### src/period_match_timer_consts.svh
// Purpose: Constants for the period-match timer
// Assumes: Included by the package and the timer module
// Notes:   Register offsets are word indices on the plain register port
`ifndef PERIOD_MATCH_TIMER_CONSTS_SVH
`define PERIOD_MATCH_TIMER_CONSTS_SVH

`define OFS_TIMER_COUNT    3'h0
`define OFS_PERIOD         3'h1
`define OFS_CONTROL        3'h2
`define OFS_CLOCK_SELECT   3'h3
`define OFS_RESET_SOURCE   3'h4
`define OFS_LIMIT          3'h5
`define OFS_IRQ_STATUS     3'h6
`define OFS_IRQ_MASK       3'h7

`define PERIOD_RESET       8'hFF
`define COUNT_RESET        8'h00
`define CTRL_RESET         8'h00
`define BYTE_ZERO          8'h00

`define CTRL_RUN_BIT       7
`define CTRL_PRESC_LSB     4
`define CTRL_POSTS_LSB     0
`define LIMIT_MODE_LSB     0
`define RSRC_SEL_LSB       0

`define PRESC_W            3
`define POSTS_W            4
`define MODE_W             5
`define RSRC_W             4
`define CLKSEL_W           3

`define POST_COUNT_ZERO    4'h0
`define PRESC_COUNT_ZERO   8'h00
`define PRESC_COUNT_ONE    8'h01
`define IRQ_BIT_MATCH      0

`endif

### src/period_match_timer_pkg.sv
// Purpose: Types for the period-match timer
// Assumes: Constants come from the consts header
// Notes:   Mode codes follow the five-bit mode field
`include "period_match_timer_consts.svh"
`default_nettype none
package period_match_timer_pkg;

    typedef enum logic [1:0] {
        BASE_FREE    = 2'h0,
        BASE_ONESHOT = 2'h1,
        BASE_MONO    = 2'h2
    } base_mode_t;

    typedef enum logic [1:0] {
        EXT_NONE   = 2'h0,
        EXT_GATE   = 2'h1,
        EXT_EDGE   = 2'h2,
        EXT_LEVEL  = 2'h3
    } ext_kind_t;

    typedef struct packed {
        logic [2:0] addr;
        logic [7:0] wdata;
        logic       wr;
        logic       rd;
    } reg_req_t;

    typedef struct packed {
        logic [7:0] count;
        logic       match;
        logic       tick;
        logic       postscaled;
    } pwm_feed_t;

endpackage
`default_nettype wire

### src/period_match_timer.sv
// Purpose: 8-bit period-match timer, prescaler, postscaler, external reset source
// Assumes: Single clock ref_clk at 50 MHz; inputs synchronous to it
// Notes:   Plain register port, read data one cycle after the read strobe
//
// Functional notes
// Count increments on every prescaled tick
// Match signals postscaler, count clears next tick
// Postscaler reaches setting: one-tick pulse, clear; code drops the pulse early once counting stops
// Gate modes hold count while gate inactive
// Reset modes clear count on level/edge
// Reset: count zero, period all ones
// Count/control write, resets clear pre/postscalers
// One-shot: match clears run enable, stops
// One-shot restart resets the postscaler
// Monostable stops at match, keeps enable
// Four-bit field selects external source
// Five-bit mode field selects operating mode
// Trigger edges spaced six ticks apart
// Trigger level held three ticks minimum
// Debug freeze ignores external triggers
// Pulse and count exported to peripherals
// Interrupt flag set per pulse, masked
//
// Design decisions made here: the placing of the registers and strobed register access.
`include "period_match_timer_consts.svh"
`default_nettype none
module period_match_timer #(
    parameter int SRC_COUNT = 16
) (
    input  wire logic                        ref_clk,
    input  wire logic                        reset_n,
    input  wire period_match_timer_pkg::reg_req_t regReq,
    output logic [7:0]                       rdData,
    input  wire logic [SRC_COUNT-1:0]        extSources,
    input  wire logic                        debugFreeze,
    output logic                             postscaledPulse,
    output period_match_timer_pkg::pwm_feed_t pwmFeed,
    output logic                             irq
);
    import period_match_timer_pkg::*;

    // ************************************************************
    // Registers
    // ************************************************************
    logic [7:0]               countReg;
    logic [7:0]               periodReg;
    logic [7:0]               controlReg;
    logic [`CLKSEL_W-1:0]     clkSelReg;
    logic [`RSRC_W-1:0]       rsrcReg;
    logic [`MODE_W-1:0]       modeReg;
    logic                     statusReg;
    logic                     maskReg;
    logic [7:0]               prescReg;
    logic [`POSTS_W-1:0]      postReg;
    logic                     pulseReg;
    logic                     extSrcReg;
    logic                     extPrevReg;
    logic                     runPrevReg;
    logic                     stoppedReg;

    logic                     wrCount;
    logic                     wrControl;
    logic                     runEnable;
    logic [`PRESC_W-1:0]      prescSel;
    logic [`POSTS_W-1:0]      postSel;
    logic [7:0]               prescLimit;
    logic                     tick;
    logic                     match;
    logic                     extLevel;
    logic                     extRise;
    logic                     gateOpen;
    logic                     extClear;
    logic                     clearScalers;
    logic                     counting;
    logic                     restart;
    logic                     postHit;
    base_mode_t               baseMode;
    ext_kind_t                extKind;

    assign wrCount   = regReq.wr && regReq.addr == `OFS_TIMER_COUNT;
    assign wrControl = regReq.wr && regReq.addr == `OFS_CONTROL;
    assign runEnable = controlReg[`CTRL_RUN_BIT];
    assign prescSel  = controlReg[`CTRL_PRESC_LSB +: `PRESC_W];
    assign postSel   = controlReg[`CTRL_POSTS_LSB +: `POSTS_W];

    // ************************************************************
    // Mode decode
    // ************************************************************
    // Upper two mode bits pick the base mode, low bits the external use
    always_comb begin
        unique case (modeReg[4:3])
            2'h0:    baseMode = BASE_FREE;
            2'h1:    baseMode = BASE_ONESHOT;
            2'h2:    baseMode = BASE_MONO;
            default: baseMode = BASE_FREE;
        endcase
        unique case (modeReg[1:0])
            2'h0:    extKind = EXT_NONE;
            2'h1:    extKind = EXT_GATE;
            2'h2:    extKind = EXT_EDGE;
            default: extKind = EXT_LEVEL;
        endcase
    end

    // ************************************************************
    // External source
    // ************************************************************
    // Polarity bit 2 inverts the source; freeze blanks every trigger
    assign extLevel = extSources[rsrcReg] ^ modeReg[2];
    always_ff @(posedge ref_clk or negedge reset_n) begin
        if (!reset_n) begin
            extSrcReg  <= 1'b0;
            extPrevReg <= 1'b0;
        end else begin
            extSrcReg  <= extLevel;
            extPrevReg <= extSrcReg;
        end
    end
    assign extRise  = extSrcReg && !extPrevReg;
    assign gateOpen = extKind != EXT_GATE || debugFreeze || extSrcReg;
    assign extClear = !debugFreeze &&
                      ((extKind == EXT_EDGE  && extRise) ||
                       (extKind == EXT_LEVEL && extSrcReg));

    // ************************************************************
    // Prescaler
    // ************************************************************
    // Divide by 2^prescSel; one ref_clk-wide tick enable
    assign prescLimit   = 8'((`PRESC_COUNT_ONE << prescSel) - `PRESC_COUNT_ONE);
    assign clearScalers = wrCount || wrControl || extClear;
    assign counting     = runEnable && !stoppedReg && gateOpen;
    assign tick         = counting && prescReg == prescLimit;
    assign match        = countReg == periodReg;
    assign restart      = runEnable && !runPrevReg;

    always_ff @(posedge ref_clk or negedge reset_n) begin
        if (!reset_n) begin
            prescReg <= `PRESC_COUNT_ZERO;
        end else if (clearScalers || tick) begin
            prescReg <= `PRESC_COUNT_ZERO;
        end else if (counting) begin
            prescReg <= prescReg + `PRESC_COUNT_ONE;
        end
    end

    // ************************************************************
    // Counter
    // ************************************************************
    always_ff @(posedge ref_clk or negedge reset_n) begin
        if (!reset_n) begin
            countReg <= `COUNT_RESET;
        end else if (wrCount) begin
            countReg <= regReq.wdata;
        end else if (extClear) begin
            countReg <= `COUNT_RESET;
        end else if (tick) begin
            countReg <= match ? `COUNT_RESET : countReg + 8'h01;
        end
    end

    // Stop after match in one-shot and monostable; external clear rearms
    always_ff @(posedge ref_clk or negedge reset_n) begin
        if (!reset_n) begin
            stoppedReg <= 1'b0;
        end else if (restart || wrCount || extClear) begin
            stoppedReg <= 1'b0;
        end else if (tick && match && baseMode != BASE_FREE) begin
            stoppedReg <= 1'b1;
        end
    end

    always_ff @(posedge ref_clk or negedge reset_n) begin
        if (!reset_n) begin
            runPrevReg <= 1'b0;
        end else begin
            runPrevReg <= runEnable;
        end
    end

    // ************************************************************
    // Postscaler
    // ************************************************************
    assign postHit = tick && match && postReg == postSel;
    always_ff @(posedge ref_clk or negedge reset_n) begin
        if (!reset_n) begin
            postReg <= `POST_COUNT_ZERO;
        end else if (clearScalers || restart || postHit) begin
            postReg <= `POST_COUNT_ZERO;
        end else if (tick && match) begin
            postReg <= postReg + 4'h1;
        end
    end

    // Pulse width is one tick unless the next tick is also a hit: held until the next tick enable or until counting stops
    always_ff @(posedge ref_clk or negedge reset_n) begin
        if (!reset_n) begin
            pulseReg <= 1'b0;
        end else if (postHit) begin
            pulseReg <= 1'b1;
        end else if (tick || !counting) begin
            pulseReg <= 1'b0;
        end
    end
    assign postscaledPulse = pulseReg;
    assign pwmFeed = '{count: countReg, match: match, tick: tick,
                       postscaled: pulseReg};

    // ************************************************************
    // Register file
    // ************************************************************
    always_ff @(posedge ref_clk or negedge reset_n) begin
        if (!reset_n) begin
            controlReg <= `CTRL_RESET;
        end else if (wrControl) begin
            controlReg <= regReq.wdata;
        end else if (tick && match && baseMode == BASE_ONESHOT) begin
            controlReg[`CTRL_RUN_BIT] <= 1'b0;
        end
    end

    always_ff @(posedge ref_clk or negedge reset_n) begin
        if (!reset_n) begin
            periodReg <= `PERIOD_RESET;
            clkSelReg <= '0;
            rsrcReg   <= '0;
            modeReg   <= '0;
            maskReg   <= 1'b0;
        end else if (regReq.wr) begin
            unique case (regReq.addr)
                `OFS_PERIOD:       periodReg <= regReq.wdata;
                `OFS_CLOCK_SELECT: clkSelReg <= regReq.wdata[`CLKSEL_W-1:0];
                `OFS_RESET_SOURCE: rsrcReg <= regReq.wdata[`RSRC_SEL_LSB +: `RSRC_W];
                `OFS_LIMIT:        modeReg <= regReq.wdata[`LIMIT_MODE_LSB +: `MODE_W];
                `OFS_IRQ_MASK:     maskReg <= regReq.wdata[`IRQ_BIT_MATCH];
                default:           ;
            endcase
        end
    end

    // Set beats the read-clear in the same cycle
    always_ff @(posedge ref_clk or negedge reset_n) begin
        if (!reset_n) begin
            statusReg <= 1'b0;
        end else if (postHit) begin
            statusReg <= 1'b1;
        end else if (regReq.rd && regReq.addr == `OFS_IRQ_STATUS) begin
            statusReg <= 1'b0;
        end
    end
    assign irq = statusReg && maskReg;

    always_ff @(posedge ref_clk or negedge reset_n) begin
        if (!reset_n) begin
            rdData <= `BYTE_ZERO;
        end else if (regReq.rd) begin
            unique case (regReq.addr)
                `OFS_TIMER_COUNT:  rdData <= countReg;
                `OFS_PERIOD:       rdData <= periodReg;
                `OFS_CONTROL:      rdData <= controlReg;
                `OFS_CLOCK_SELECT: rdData <= {5'h00, clkSelReg};
                `OFS_RESET_SOURCE: rdData <= {4'h0, rsrcReg};
                `OFS_LIMIT:        rdData <= {3'h0, modeReg};
                `OFS_IRQ_STATUS:   rdData <= {7'h00, statusReg};
                `OFS_IRQ_MASK:     rdData <= {7'h00, maskReg};
                default:           rdData <= `BYTE_ZERO;
            endcase
        end else begin
            rdData <= `BYTE_ZERO;
        end
    end

    // ************************************************************
    // Checks
    // ************************************************************
    a_period_reset_seen: assert property (@(posedge ref_clk) disable iff (!reset_n)
        (tick && match && !wrCount && !extClear) |=> countReg == `COUNT_RESET)
        else $error("count not cleared after match");
    a_count_increment: assert property (@(posedge ref_clk) disable iff (!reset_n)
        (tick && !match && !wrCount && !extClear) |=> countReg == $past(countReg) + 8'h01)
        else $error("count did not increment on tick");
    a_gate_hold_count: assert property (@(posedge ref_clk) disable iff (!reset_n)
        (extKind == EXT_GATE && !extSrcReg && !debugFreeze && !wrCount) |=> $stable(countReg))
        else $error("count moved while gate closed");
    a_ext_clear_count: assert property (@(posedge ref_clk) disable iff (!reset_n)
        (extClear && !wrCount) |=> countReg == `COUNT_RESET)
        else $error("external reset did not clear count");
    a_freeze_no_trig: assert property (@(posedge ref_clk) disable iff (!reset_n)
        debugFreeze |-> !extClear)
        else $error("trigger taken in debug freeze");
    a_scaler_clear_write: assert property (@(posedge ref_clk) disable iff (!reset_n)
        (wrCount || wrControl) |=> prescReg == `PRESC_COUNT_ZERO && postReg == `POST_COUNT_ZERO)
        else $error("scalers not cleared on write");
    a_oneshot_stop_run: assert property (@(posedge ref_clk) disable iff (!reset_n)
        (tick && match && baseMode == BASE_ONESHOT && !wrControl) |=> !runEnable && !tick)
        else $error("one-shot did not stop");
    a_mono_keep_run: assert property (@(posedge ref_clk) disable iff (!reset_n)
        (tick && match && baseMode == BASE_MONO && !wrControl && !extClear &&
         !wrCount && !restart)
        |=> runEnable && stoppedReg)
        else $error("monostable lost run enable or kept counting");
    a_pulse_from_hit: assert property (@(posedge ref_clk) disable iff (!reset_n)
        $rose(pulseReg) |-> $past(postHit))
        else $error("pulse without postscaler hit");
    a_irq_flag_set: assert property (@(posedge ref_clk) disable iff (!reset_n)
        postHit |=> statusReg && (!maskReg || irq))
        else $error("flag not set on pulse");
    a_oneshot_post_rst: assert property (@(posedge ref_clk) disable iff (!reset_n)
        restart |=> postReg == `POST_COUNT_ZERO)
        else $error("postscaler not reset on restart");
    a_control_keeps_cnt: assert property (@(posedge ref_clk) disable iff (!reset_n)
        (wrControl && !tick && !extClear) |=> $stable(countReg))
        else $error("control write changed count");

endmodule
`default_nettype wire

### config.mk
export PLATFORM = sky130hd
export DESIGN_NAME = period_match_timer
export DESIGN_NICKNAME = d
export VERILOG_FILES = /design/src/period_match_timer_pkg.sv /design/src/period_match_timer.sv
export VERILOG_INCLUDE_DIRS = /design/src /design/src/src
export SDC_FILE = /design/constraint.sdc
export NUM_CORES = 1
export LEC_CHECK = 0
export BUFFER_PORTS_ARGS = -buffer_cell sky130_fd_sc_hd__buf_2
export CORE_ASPECT_RATIO = 1.2
export CORE_UTILIZATION = 45
export DETAILED_ROUTE_END_ITERATION = 8
export GPL_TIMING_DRIVEN = 1
export PLACE_DENSITY = 0.68
export REMOVE_ABC_BUFFERS = 1
export SYNTH_ARGS = -nofsm -noshare
export SYNTH_HDL_FRONTEND = slang
export SYNTH_SLANG_ARGS = --single-unit
### constraint.sdc
create_clock -name ref_clk -period 2.6 [get_ports ref_clk]
set_clock_uncertainty 0.15 [all_clocks]
set_input_delay 0.13 -clock ref_clk [delete_from_list [all_inputs] [get_ports ref_clk]]
set_output_delay 0.13 -clock ref_clk [all_outputs]
set_load 0.1 [all_outputs]
==> impl_results.md, run 1 <==
* M3 GR Usage at under 10%
* Routed WL per cell at 17.59 µm
* CTS Root Cell: clkbuf_8
* WL final at approximately 9500 µm
* GRT Util Overall at 23.31%
* CP startpoint kind: flop
* CP endpoint: pwmFeed[1]
* Starting DRT DRC Count at between 200 and 300
* FF-to-FF setup slack at -0.13 ns
* LEAKAGE at 2.011 nW
* Maximum fanout along the worst path at 4
* GRT met1 Usage at 30.17%
* Final #Nets at 482
* Crit path DAT at about 2.5 ns
* Netlist cell types at 66
* FMAX at 0.3596 GHz
* Num CTS Buffers at 9
* Internal cell power at ~2.1 mW
* Die Width at 84.96 µm
* CTS tree: yes
* Status: finished with violations
* Post-DRT Antenna Nets at 0
* Area growth syn-to-layout at 23.87%
* Worst slew margin at between 50% and 60%
* Peak supply drop at 0.3736 mV
* GP Congestion at 0.8440
* Final setup fails at 21
* Slew at the pin closest to its max-slew limit at 0.5997 ns
* Tot Pwr at 3.563 mW
* Sequential element share of the synthesized area at 42.69%
* Final Max Tran Viols at 0
* Post-synth top flop: dfrtp_1
* Vias at 3220
* Starting Density at a little under half
* Failing checks: DRC, setup timing
* Reg2reg path depth at 10
* RSZ-0062 raised after global routing: true
* Syn Area/Cell at approximately 10 µm²
* Die ar. at 8627 µm²
* Pwr Density at 774.0 nW/µm²
* Clock Tree Buf Depth at 2
* Vias per Instance at 5.941
* Max-cap violation count at 0
* Share of cells above drive strength 1 at 35.11%
* Critical path type: flop to output port
* Final Hold Fails at 0
* H-tree levels at 3
* R2R Path End: countReg[1]$_DFFE_PN0P_
* Initial antenna violation count at 0
* Post-synth EDFFs at 0
* Logic gate share of total power at 39.4%
* Clock transition at the registers of the reported paths at 0.08 ns
* Vias in the first global route at 3169
* Fin crit share at 107.0%
* Die height at 101.5 µm
* Netlist Area Pre-Place at 3716 µm²
* Sw frac at 40.29%
* Final WS setup at -0.1812 ns
* DR pass1 iterations at 7
* CP required at 2.32 ns
* Grt met2 use at roughly 39%
* R2R Path Start: controlReg[4]$_DFFE_PN0P_
* Crit path time final at 2.781 ns
* Clk sink count at 63
* Seq cells post-synth at 63
* Hpwl dp at 6910 µm
* Worst-Skew Late Latency at 0.34 ns
* Critical path capture point type: output port
* Top Ports at 53
* Final Util at 58.72%
* Sw power at 1.436 mW
* Pin count of the biggest net entering global routing at 28
* Core ar. at 7839 µm²
* Grt ovf at 0
* Hold path depth at 3
* N_diodes at 0
* DRC at 2
* Worst Setup SP: controlReg[4]$_DFFE_PN0P_
* Flop pwr share at 38.7%
* Ys Warns at 0
* Worst hold path type: primary input to flop
* Mapped Cells at 368
* Row Count at 35
* I/O Buffers at 52
* Ys async rst share at 100.0%
* First-pass GRT wire length at 15530 µm
* Top Usage Layer GRT: met2
* Clock power share at 21.9%
## placed cells by master (no fill, tap or decap), types with 4 or more instances in the layout
| cell type | count |
|---|---|
| a21oi_1 | 10 |
| a221o_1 | 5 |
| and2_1 | 6 |
| and3_1 | 9 |
| buf_2 | 51 |
| buf_4 | 25 |
| clkbuf_8 | 9 |
| dfrtp_1 | 55 |
| dfstp_2 | 8 |
| dlygate4sd3_1 | 10 |
| ha_1 | 4 |
| inv_1 | 13 |
| mux2_2 | 25 |
| mux4_2 | 6 |
| nand2_1 | 28 |
| nand3_1 | 16 |
| nand4_1 | 12 |
| nor2_1 | 15 |
| nor3_1 | 11 |
| nor4_1 | 4 |
| o21ai_0 | 17 |
| o22ai_1 | 5 |
| o41ai_1 | 4 |
| xnor2_1 | 10 |
| xor2_1 | 11 |
## Yosys cell counts (all sizes together) (6+ instances only)
cell	n	area, µm²
nand2	31	118.9
and2	7	46.30
nand3	17	85.08
a21oi	10	50.05
mux4	6	135.1
dfstp	8	210.2
dfrtp	55	1376
and3	9	56.30
mux2	26	292.8
xnor2	11	96.34
nor3	11	55.05
clkbuf	17	63.81
nand4	13	87.58
buf	7	51.30
xor2	12	105.1
nor2	16	60.06
o21ai	20	103.9
inv	14	52.55
## metrics by stage
step / setup TNS (ns) / setup slack, ns / hold slack [ns] / std cells / cell area (µm²)
floorplan: -20.33 / -1.378 / -0.3156 / 344 / 3601
global placement: -1.564 / -0.1104 / 0.01173 / 510 / 4148
detailed placement: -2.765 / -0.2024 / 0.02762 / 510 / 4148
CTS: -0.5536 / -0.1443 / 0.02910 / 540 / 4507
global route: -3.836 / -0.2840 / 0.06411 / 542 / 4603
finish: -1.435 / -0.1812 / 0.04772 / 542 / 4603
## worst max-delay path, cell delays in order (launching register included)
cell and delay, ns:
dfrtp_1 0.39, or3_4 0.41, ha_4 0.19, nor4bb_1 0.12, a221o_1 0.32, a311o_1 0.30
and2_4 0.16, nand2_2 0.07, inv_2 0.05, buf_12 0.16
## layout make-up
cell class,count,area [µm²]
flip-flops and latches,63,1587
clock buffers,9,123.9
fillers,670,3236
inverters,15,56.30
repair buffers,90,596.8
clock inverters,7,55.05
well taps,92,115.1
multi-input cells,266,2069
## metal layers
layer | wire length, µm | part of all wire, % | vias to the layer above
met1 | 4105 | 43 | 1578
met3 | 427 | 4.5 | 28
met5 | 0 | 0 | -
met2 | 4731 | 50 | 96
met4 | 268 | 2.8 | 0
li1 | - | - | 1518
## sequential cells by signal (all words and copies together) (netlist names), 3 cells and up
register / flops
modeReg: 5
rdData: 8
countReg: 8
prescReg: 8
rsrcReg: 4
controlReg: 8
clkSelReg: 3
periodReg: 8
postReg: 4
## repair_timing
item                                    CTS  global route
hold buffers                             10             0
endpoints found under the hold margin    39             0
endpoints found under the setup margin   24            25
pin swaps                                 7             5
resized for setup                        12            15
setup buffers                             4             2
## worst min path at each step
| stage | start | to | slack [ns] |
|---|---|---|---|
| 2_1_floorplan | reset_n | clkSelReg[0]$_DFFE_PN0P_ | -0.32 |
| 3_3_place_gp | reset_n | rdData[0]$_DFF_PN0_ | 0.01 |
| 3_5_place_dp | reset_n | rdData[0]$_DFF_PN0_ | 0.03 |
| 4_1_cts | regReq[1] | maskReg$_DFFE_PN0P_ | 0.03 |
| 5_1_grt | regReq[1] | maskReg$_DFFE_PN0P_ | 0.06 |
| 6_report | regReq[1] | maskReg$_DFFE_PN0P_ | 0.05 |
## power groups by stage
stage | clock network (mW) | logic, mW | registers (mW)
floorplan | 0 | 0.674 | 1.58
global placement | 0 | 1.21 | 1.39
detailed placement | 0 | 1.24 | 1.39
CTS | 0.794 | 1.33 | 1.37
global route | 0.839 | 1.52 | 1.40
finish | 0.779 | 1.40 | 1.38
## cell families (layout without fill, tap and decap cells)
| family | after synthesis | after routing | synth area share, % |
|---|---|---|---|
| mux | 35 | 35 | 12.32 |
| buf+inv | 39 | 121 | 4.613 |
| simple gates | 134 | 134 | 20.07 |
| fa+ha+maj | 5 | 5 | 1.684 |
| compound gates | 69 | 69 | 13.20 |
| xor+xnor | 23 | 23 | 5.421 |
| flops | 63 | 63 | 42.69 |
Note: power is estimated with default switching activity, not from simulation.
==> inputs of run 2 (changes only) <==
SKIP_CTS_REPAIR_TIMING = 1   (was not set)
==> impl_results.md, run 2 (synthesis results as in run 1) <==
* Placed Cells at 510 (unchanged)
* Fill cells at 672 (was 670)
* Setup TNS at -1.192 ns (was -1.435 ns)
* Row Count at 35 (unchanged)
* Crit path time final at 2.771 ns (was 2.781 ns)
* FF-to-FF setup slack at -0.14 ns (was -0.13 ns)
* Slew at the pin closest to its max-slew limit at 0.6067 ns (was 0.5997 ns)
* Critical path type: flop to output port (unchanged)
* Share of cells above drive strength 1 at 35.35% (was 35.11%)
* CTS Root Cell: clkbuf_8 (unchanged)
* GP Congestion at 0.8440 (unchanged)
* CP startpoint kind: flop (unchanged)
* DP Area at 4148 µm² (unchanged)
* Grt ovf at 0 (unchanged)
* CP delay by family, top: simple AND/OR/NAND/NOR gates (unchanged)
* CP cell instances: or3_4, ha_4, nor4bb_1, a221o_1, a311o_1, and2_4, nand2_4, inv_4, buf_12 (was or3_4, ha_4, nor4bb_1, a221o_1, a311o_1, and2_4, nand2_2, inv_2, buf_12)
* Maximum fanout along the worst path at 4 (unchanged)
* Final Max Tran Viols at 0 (unchanged)
* Final Hold Fails at 1 (was 0)
* Most common cell after layout, fill and taps aside: dfrtp_1 (unchanged)
* CP required at 2.32 ns (about the same)
* Fin crit share at 106.6% (was 107.0%)
* Hold Path Sink: rsrcReg[2]$_DFFE_PN0P_ (was maskReg$_DFFE_PN0P_)
* Commonest non-fill, non-tap cells in the layout: dfrtp_1 (55), buf_2 (51), nand2_1 (29) (was dfrtp_1 (55), buf_2 (51), nand2_1 (28))
* Hold Worst Slack at -0.001179 ns (was 0.04772 ns)
* Area growth syn-to-layout at 22.73% (was 23.87%)
* Failing checks: DRC, hold timing, setup timing (was DRC, setup timing)
* Clock transition at the registers of the reported paths at 0.08 ns (about the same)
* Final WS setup at -0.1711 ns (was -0.1812 ns)
* Hold path depth at 3 (unchanged)
* Die Width at 84.96 µm (unchanged)
* WL final at 9439 µm (was 9533 µm)
* CTS tree: yes (unchanged)
* R2R Path Start: controlReg[4]$_DFFE_PN0P_ (unchanged)
* N_diodes at 0 (unchanged)
* Status: finished with violations (unchanged)
* I/O Buffers at 52 (unchanged)
* Final #Nets at 479 (was 482)
* Vias in the first global route at 3102 (was 3169)
* Worst-Skew Late Latency at 0.34 ns (about the same)
* Die ar. at 8627 µm² (unchanged)
* Max-cap violation count at 0 (unchanged)
* Initial antenna violation count at 0 (unchanged)
* Clock Tree Buf Depth at 2 (unchanged)
* Starting DRT DRC Count at 240 (was 250)
* LEAKAGE at 2.015 nW (was 2.011 nW)
* R2R Path End: countReg[1]$_DFFE_PN0P_ (unchanged)
* Num CTS Buffers at 9 (unchanged)
* Vias per Instance at 5.989 (was 5.941)
* Pin count of the biggest net entering global routing at 28 (unchanged)
* H-tree levels at 3 (unchanged)
* Pre-CTS WS at -0.2024 ns (unchanged)
* Worst hold path type: primary input to flop (unchanged)
* DRC at 1 (was 2)
* Critical path capture point type: output port (unchanged)
* Slowest CP cell: or3_4 (unchanged)
* RSZ-0062 raised after global routing: true (unchanged)
* Peak supply drop at 0.3724 mV (was 0.3736 mV)
* HP Start: regReq[4] (was regReq[1])
* Top Ports at 53 (unchanged)
* Routed WL per cell at 17.51 µm (was 17.59 µm)
* CP peak stage delay at 0.41 ns (about the same)
* Die height at 101.5 µm (unchanged)
* GRT Util Overall at 22.86% (was 23.31%)
* Pwr Density at 768.5 nW/µm² (was 774.0 nW/µm²)
* Post-DRT Antenna Nets at 0 (unchanged)
* Crit path DAT at 2.49 ns (was 2.50 ns)
* Clk sink count at 63 (unchanged)
* Core ar. at 7839 µm² (unchanged)
* Final setup fails at 16 (was 21)
* DR pass1 iterations at 8 (was 7)
* Finished Cell Area at 4561 µm² (was 4603 µm²)
* First-pass GRT wire length at 15220 µm (was 15530 µm)
* Reg2reg path depth at 10 (unchanged)
* Vias at 3228 (was 3220)
* FMAX at 0.3609 GHz (was 0.3596 GHz)
* Post-Layout Cell Count at 539 (was 542)
* Hpwl dp at 6910 µm (unchanged)
* Worst slew margin at 59.55% (was 59.71%)
* Crit path buf inv count at 2 (unchanged)
* Starting Density at 47.41% (unchanged)
[run 2: worst max path at each step]
| stage | startpoint | to | depth (start not counted) |
|---|---|---|---|
| after global routing | controlReg[6]$_DFFE_PN0P_ | countReg[1]$_DFFE_PN0P_ | 12 |
| after CTS | controlReg[6]$_DFFE_PN0P_ | pwmFeed[1] | 10 |
| after global placement | controlReg[6]$_DFFE_PN0P_ | countReg[1]$_DFFE_PN0P_ | 9 |
| after detailed placement | controlReg[6]$_DFFE_PN0P_ | countReg[1]$_DFFE_PN0P_ | 9 |
| final | controlReg[4]$_DFFE_PN0P_ | pwmFeed[1] | 9 |
| after floorplan | countReg[0]$_DFFE_PN0P_ | countReg[4]$_DFFE_PN0P_ | 6 |
[run 2: layer usage]
layer | global-route usage (%) | part of all wire, % | vias to the layer above
li1 | - | - | 1507
met1 | 29.91 | 43 | 1580
met2 | 37.97 | 49 | 119
met3 | 3.993 | 5.3 | 22
met4 | 8.996 | 2.2 | 0
met5 | 0 | 0 | -
[run 2: final cells by class]
| cell class | count | area (µm²) | share of cell area [%] |
|---|---|---|---|
| clock buffers | 9 | 123.9 | 2.716 |
| clock inverters | 7 | 55.05 | 1.207 |
| inverters | 15 | 58.81 | 1.289 |
| multi-input cells | 266 | 2057 | 45.10 |
| flip-flops and latches | 63 | 1587 | 34.79 |
| well taps | 92 | 115.1 | 2.524 |
| repair buffers | 87 | 564.3 | 12.37 |
[run 2: worst register-to-register path, cell delays in order (launching register included)]
cell	delay (ns)
dfrtp_1	0.38
or3_4	0.41
ha_4	0.19
buf_4	0.15
xor2_2	0.14
o21ai_1	0.13
a311o_1	0.21
buf_4	0.14
nand4_2	0.11
o21ai_4	0.25
mux2_2	0.36
[run 2: metrics by stage]
step           power, mW  utilization (%)
4_1_cts            3.415            55.20
3_3_place_gp       2.600            52.91
3_5_place_dp       2.632            52.91
5_1_grt            3.697            58.18
2_1_floorplan      2.257                -
6_report           3.505            58.18
[run 2: power by group]
part,internal [mW],leakage [nW],switching (mW)
Sequential,1.17,0.774,0.206
Combinational,0.562,1.15,0.784
Clock,0.353,0.0862,0.426
==> inputs of run 3 (changes only) <==
TNS_END_PERCENT = 5   (was not set)
==> impl_results.md, run 3 (synthesis results as in run 1) <==
* CP delay by family, top: simple AND/OR/NAND/NOR gates (unchanged)
* Placed Cells at 510 (unchanged)
* GRT Util Overall at 22.86% (unchanged)
* LEAKAGE at 1.999 nW (was 2.015 nW)
* Critical path type: flop to output port (unchanged)
* Grt ovf at 0 (unchanged)
* N_diodes at 0 (unchanged)
* Starting Density at 47.41% (unchanged)
* Clk sink count at 63 (unchanged)
* Die ar. at 8627 µm² (unchanged)
* Critical path capture point type: output port (unchanged)
* Share of cells above drive strength 1 at 34.16% (was 35.35%)
* Hold Worst Slack at -0.008224 ns (was -0.001179 ns)
* Final Util at 57.69% (was 58.18%)
* R2R Path Start: controlReg[4]$_DFFE_PN0P_ (unchanged)
* Final setup fails at 15 (was 16)
* Worst-Skew Late Latency at 0.34 ns (about the same)
* Crit path DAT at 2.49 ns (about the same)
* Worst hold path type: primary input to flop (unchanged)
* Final Hold Fails at 1 (unchanged)
* Tot Pwr at 3.488 mW (was 3.505 mW)
* Crit path buf inv count at 2 (unchanged)
* CP endpoint: pwmFeed[1] (unchanged)
* Fin crit share at 106.5% (was 106.6%)
* CP required at 2.32 ns (about the same)
* Die height at 101.5 µm (unchanged)
* Status: finished with violations (unchanged)
* Die Width at 84.96 µm (unchanged)
* Hpwl dp at 6910 µm (unchanged)
* DR pass1 iterations at 8 (unchanged)
* H-tree levels at 3 (unchanged)
* Final #Nets at 477 (was 479)
* Post-Layout Cell Count at 537 (was 539)
* Clock Tree Buf Depth at 2 (unchanged)
* Vias per Instance at 5.929 (was 5.989)
* Pre-CTS WS at -0.2024 ns (unchanged)
* Num CTS Buffers at 9 (unchanged)
* Multi-input logic area at 2033 µm² (was 2057 µm²)
* Pwr Density at 771.4 nW/µm² (was 768.5 nW/µm²)
* FF-to-FF setup slack at -0.12 ns (was -0.14 ns)
* CTS tree: yes (unchanged)
* Final WS setup at -0.1690 ns (was -0.1711 ns)
* Worst slew margin at 59.72% (was 59.55%)
* FMAX at 0.3611 GHz (was 0.3609 GHz)
* Post-DRT Antenna Nets at 0 (unchanged)
* Reg2reg path depth at 10 (unchanged)
* Max-cap violation count at 0 (unchanged)
* Peak supply drop at 0.3723 mV (was 0.3724 mV)
* Core ar. at 7839 µm² (unchanged)
* Slew at the pin closest to its max-slew limit at 0.6041 ns (was 0.6067 ns)
* CP cell instances: or3_4, ha_4, nor4bb_1, a221o_1, a311o_1, and2_4, nand2_4, inv_4, buf_12 (unchanged)
* RSZ-0062 raised after global routing: true (unchanged)
* Starting DRT DRC Count at 253 (was 240)
* DP Area at 4148 µm² (unchanged)
* CTS Root Cell: clkbuf_8 (unchanged)
* Worst Setup SP: controlReg[4]$_DFFE_PN0P_ (unchanged)
* Finished Cell Area at 4522 µm² (was 4561 µm²)
* Area growth syn-to-layout at 21.68% (was 22.73%)
* Most common cell after layout, fill and taps aside: dfrtp_1 (unchanged)
* Commonest non-fill, non-tap cells in the layout: dfrtp_1 (55), buf_2 (51), nand2_1 (29) (unchanged)
* Slowest CP cell: or3_4 (unchanged)
* Final Max Tran Viols at 0 (unchanged)
* Failing checks: DRC, hold timing, setup timing (unchanged)
* DRC at 1 (unchanged)
* GP Congestion at 0.8440 (unchanged)
* Maximum fanout along the worst path at 4 (unchanged)
* Pin count of the biggest net entering global routing at 28 (unchanged)
* Row Count at 35 (unchanged)
* CP startpoint kind: flop (unchanged)
* Worst path depth at 9 (unchanged)
* Routed WL per cell at 17.47 µm (was 17.51 µm)
* Initial antenna violation count at 0 (unchanged)
* First-pass GRT wire length at 15220 µm (unchanged)
* Fill cells at 681 (was 672)
* WL final at 9381 µm (was 9439 µm)
* I/O Buffers at 52 (unchanged)
* Vias at 3184 (was 3228)
* Setup TNS at -0.9821 ns (was -1.192 ns)
* R2R Path End: countReg[1]$_DFFE_PN0P_ (unchanged)
* Crit path time final at 2.769 ns (was 2.771 ns)
* Vias in the first global route at 3102 (unchanged)
* CP peak stage delay at 0.41 ns (about the same)
* Top Ports at 53 (unchanged)
* Clock transition at the registers of the reported paths at 0.08 ns (about the same)
* Reg area at 1587 µm² (unchanged)
==> run 3: cell count changes in the layout (fill, tap and decap cells not counted), sizes merged <==
cell  delta
buf      -2
==> run 3: worst register-to-register path, cell delays in order (launching register included) <==
cell     delay [ns]
dfrtp_1        0.38
or3_4          0.41
ha_4           0.19
buf_4          0.15
xor2_2         0.14
o21ai_1        0.13
a311o_1        0.21
buf_4          0.13
nand4_2        0.11
o21ai_4        0.25
mux2_2         0.36
==> run 3: how the worst min path moves through the flow <==
stage	from	to	slack, ns	cells after the start
finish	regReq[4]	rsrcReg[2]$_DFFE_PN0P_	-0.008	3
global route	regReq[4]	periodReg[2]$_DFFE_PN1P_	0.02	2
CTS	reset_n	rdData[0]$_DFF_PN0_	-0.35	1
detailed placement	reset_n	rdData[0]$_DFF_PN0_	0.03	1
global placement	reset_n	rdData[0]$_DFF_PN0_	0.01	1
floorplan	reset_n	clkSelReg[0]$_DFFE_PN0P_	-0.32	0
==> run 3: routing by layer <==
layer / vias up / GRT usage [%] / share of wire [%]
met2: 87 / 37.97 / 50
met5: - / 0 / 0
met1: 1573 / 29.91 / 44
li1: 1506 / - / -
met4: 0 / 8.996 / 1.8
met3: 18 / 3.993 / 4.4
==> run 3: where the power goes <==
| part | switching [mW] | internal (mW) |
|---|---|---|
| logic | 0.775 | 0.555 |
| registers | 0.205 | 1.17 |
| clock network | 0.427 | 0.353 |
==> run 3: cell type report <==
type                       instances  share of cell area [%]
multi-input combinational        266                   44.96
timing repair buffer              85                   12.15
clock inverter                     7                   1.217
inverter                          15                   1.300
tap                               92                   2.546
clock buffer                       9                   2.739
sequential                        63                   35.09
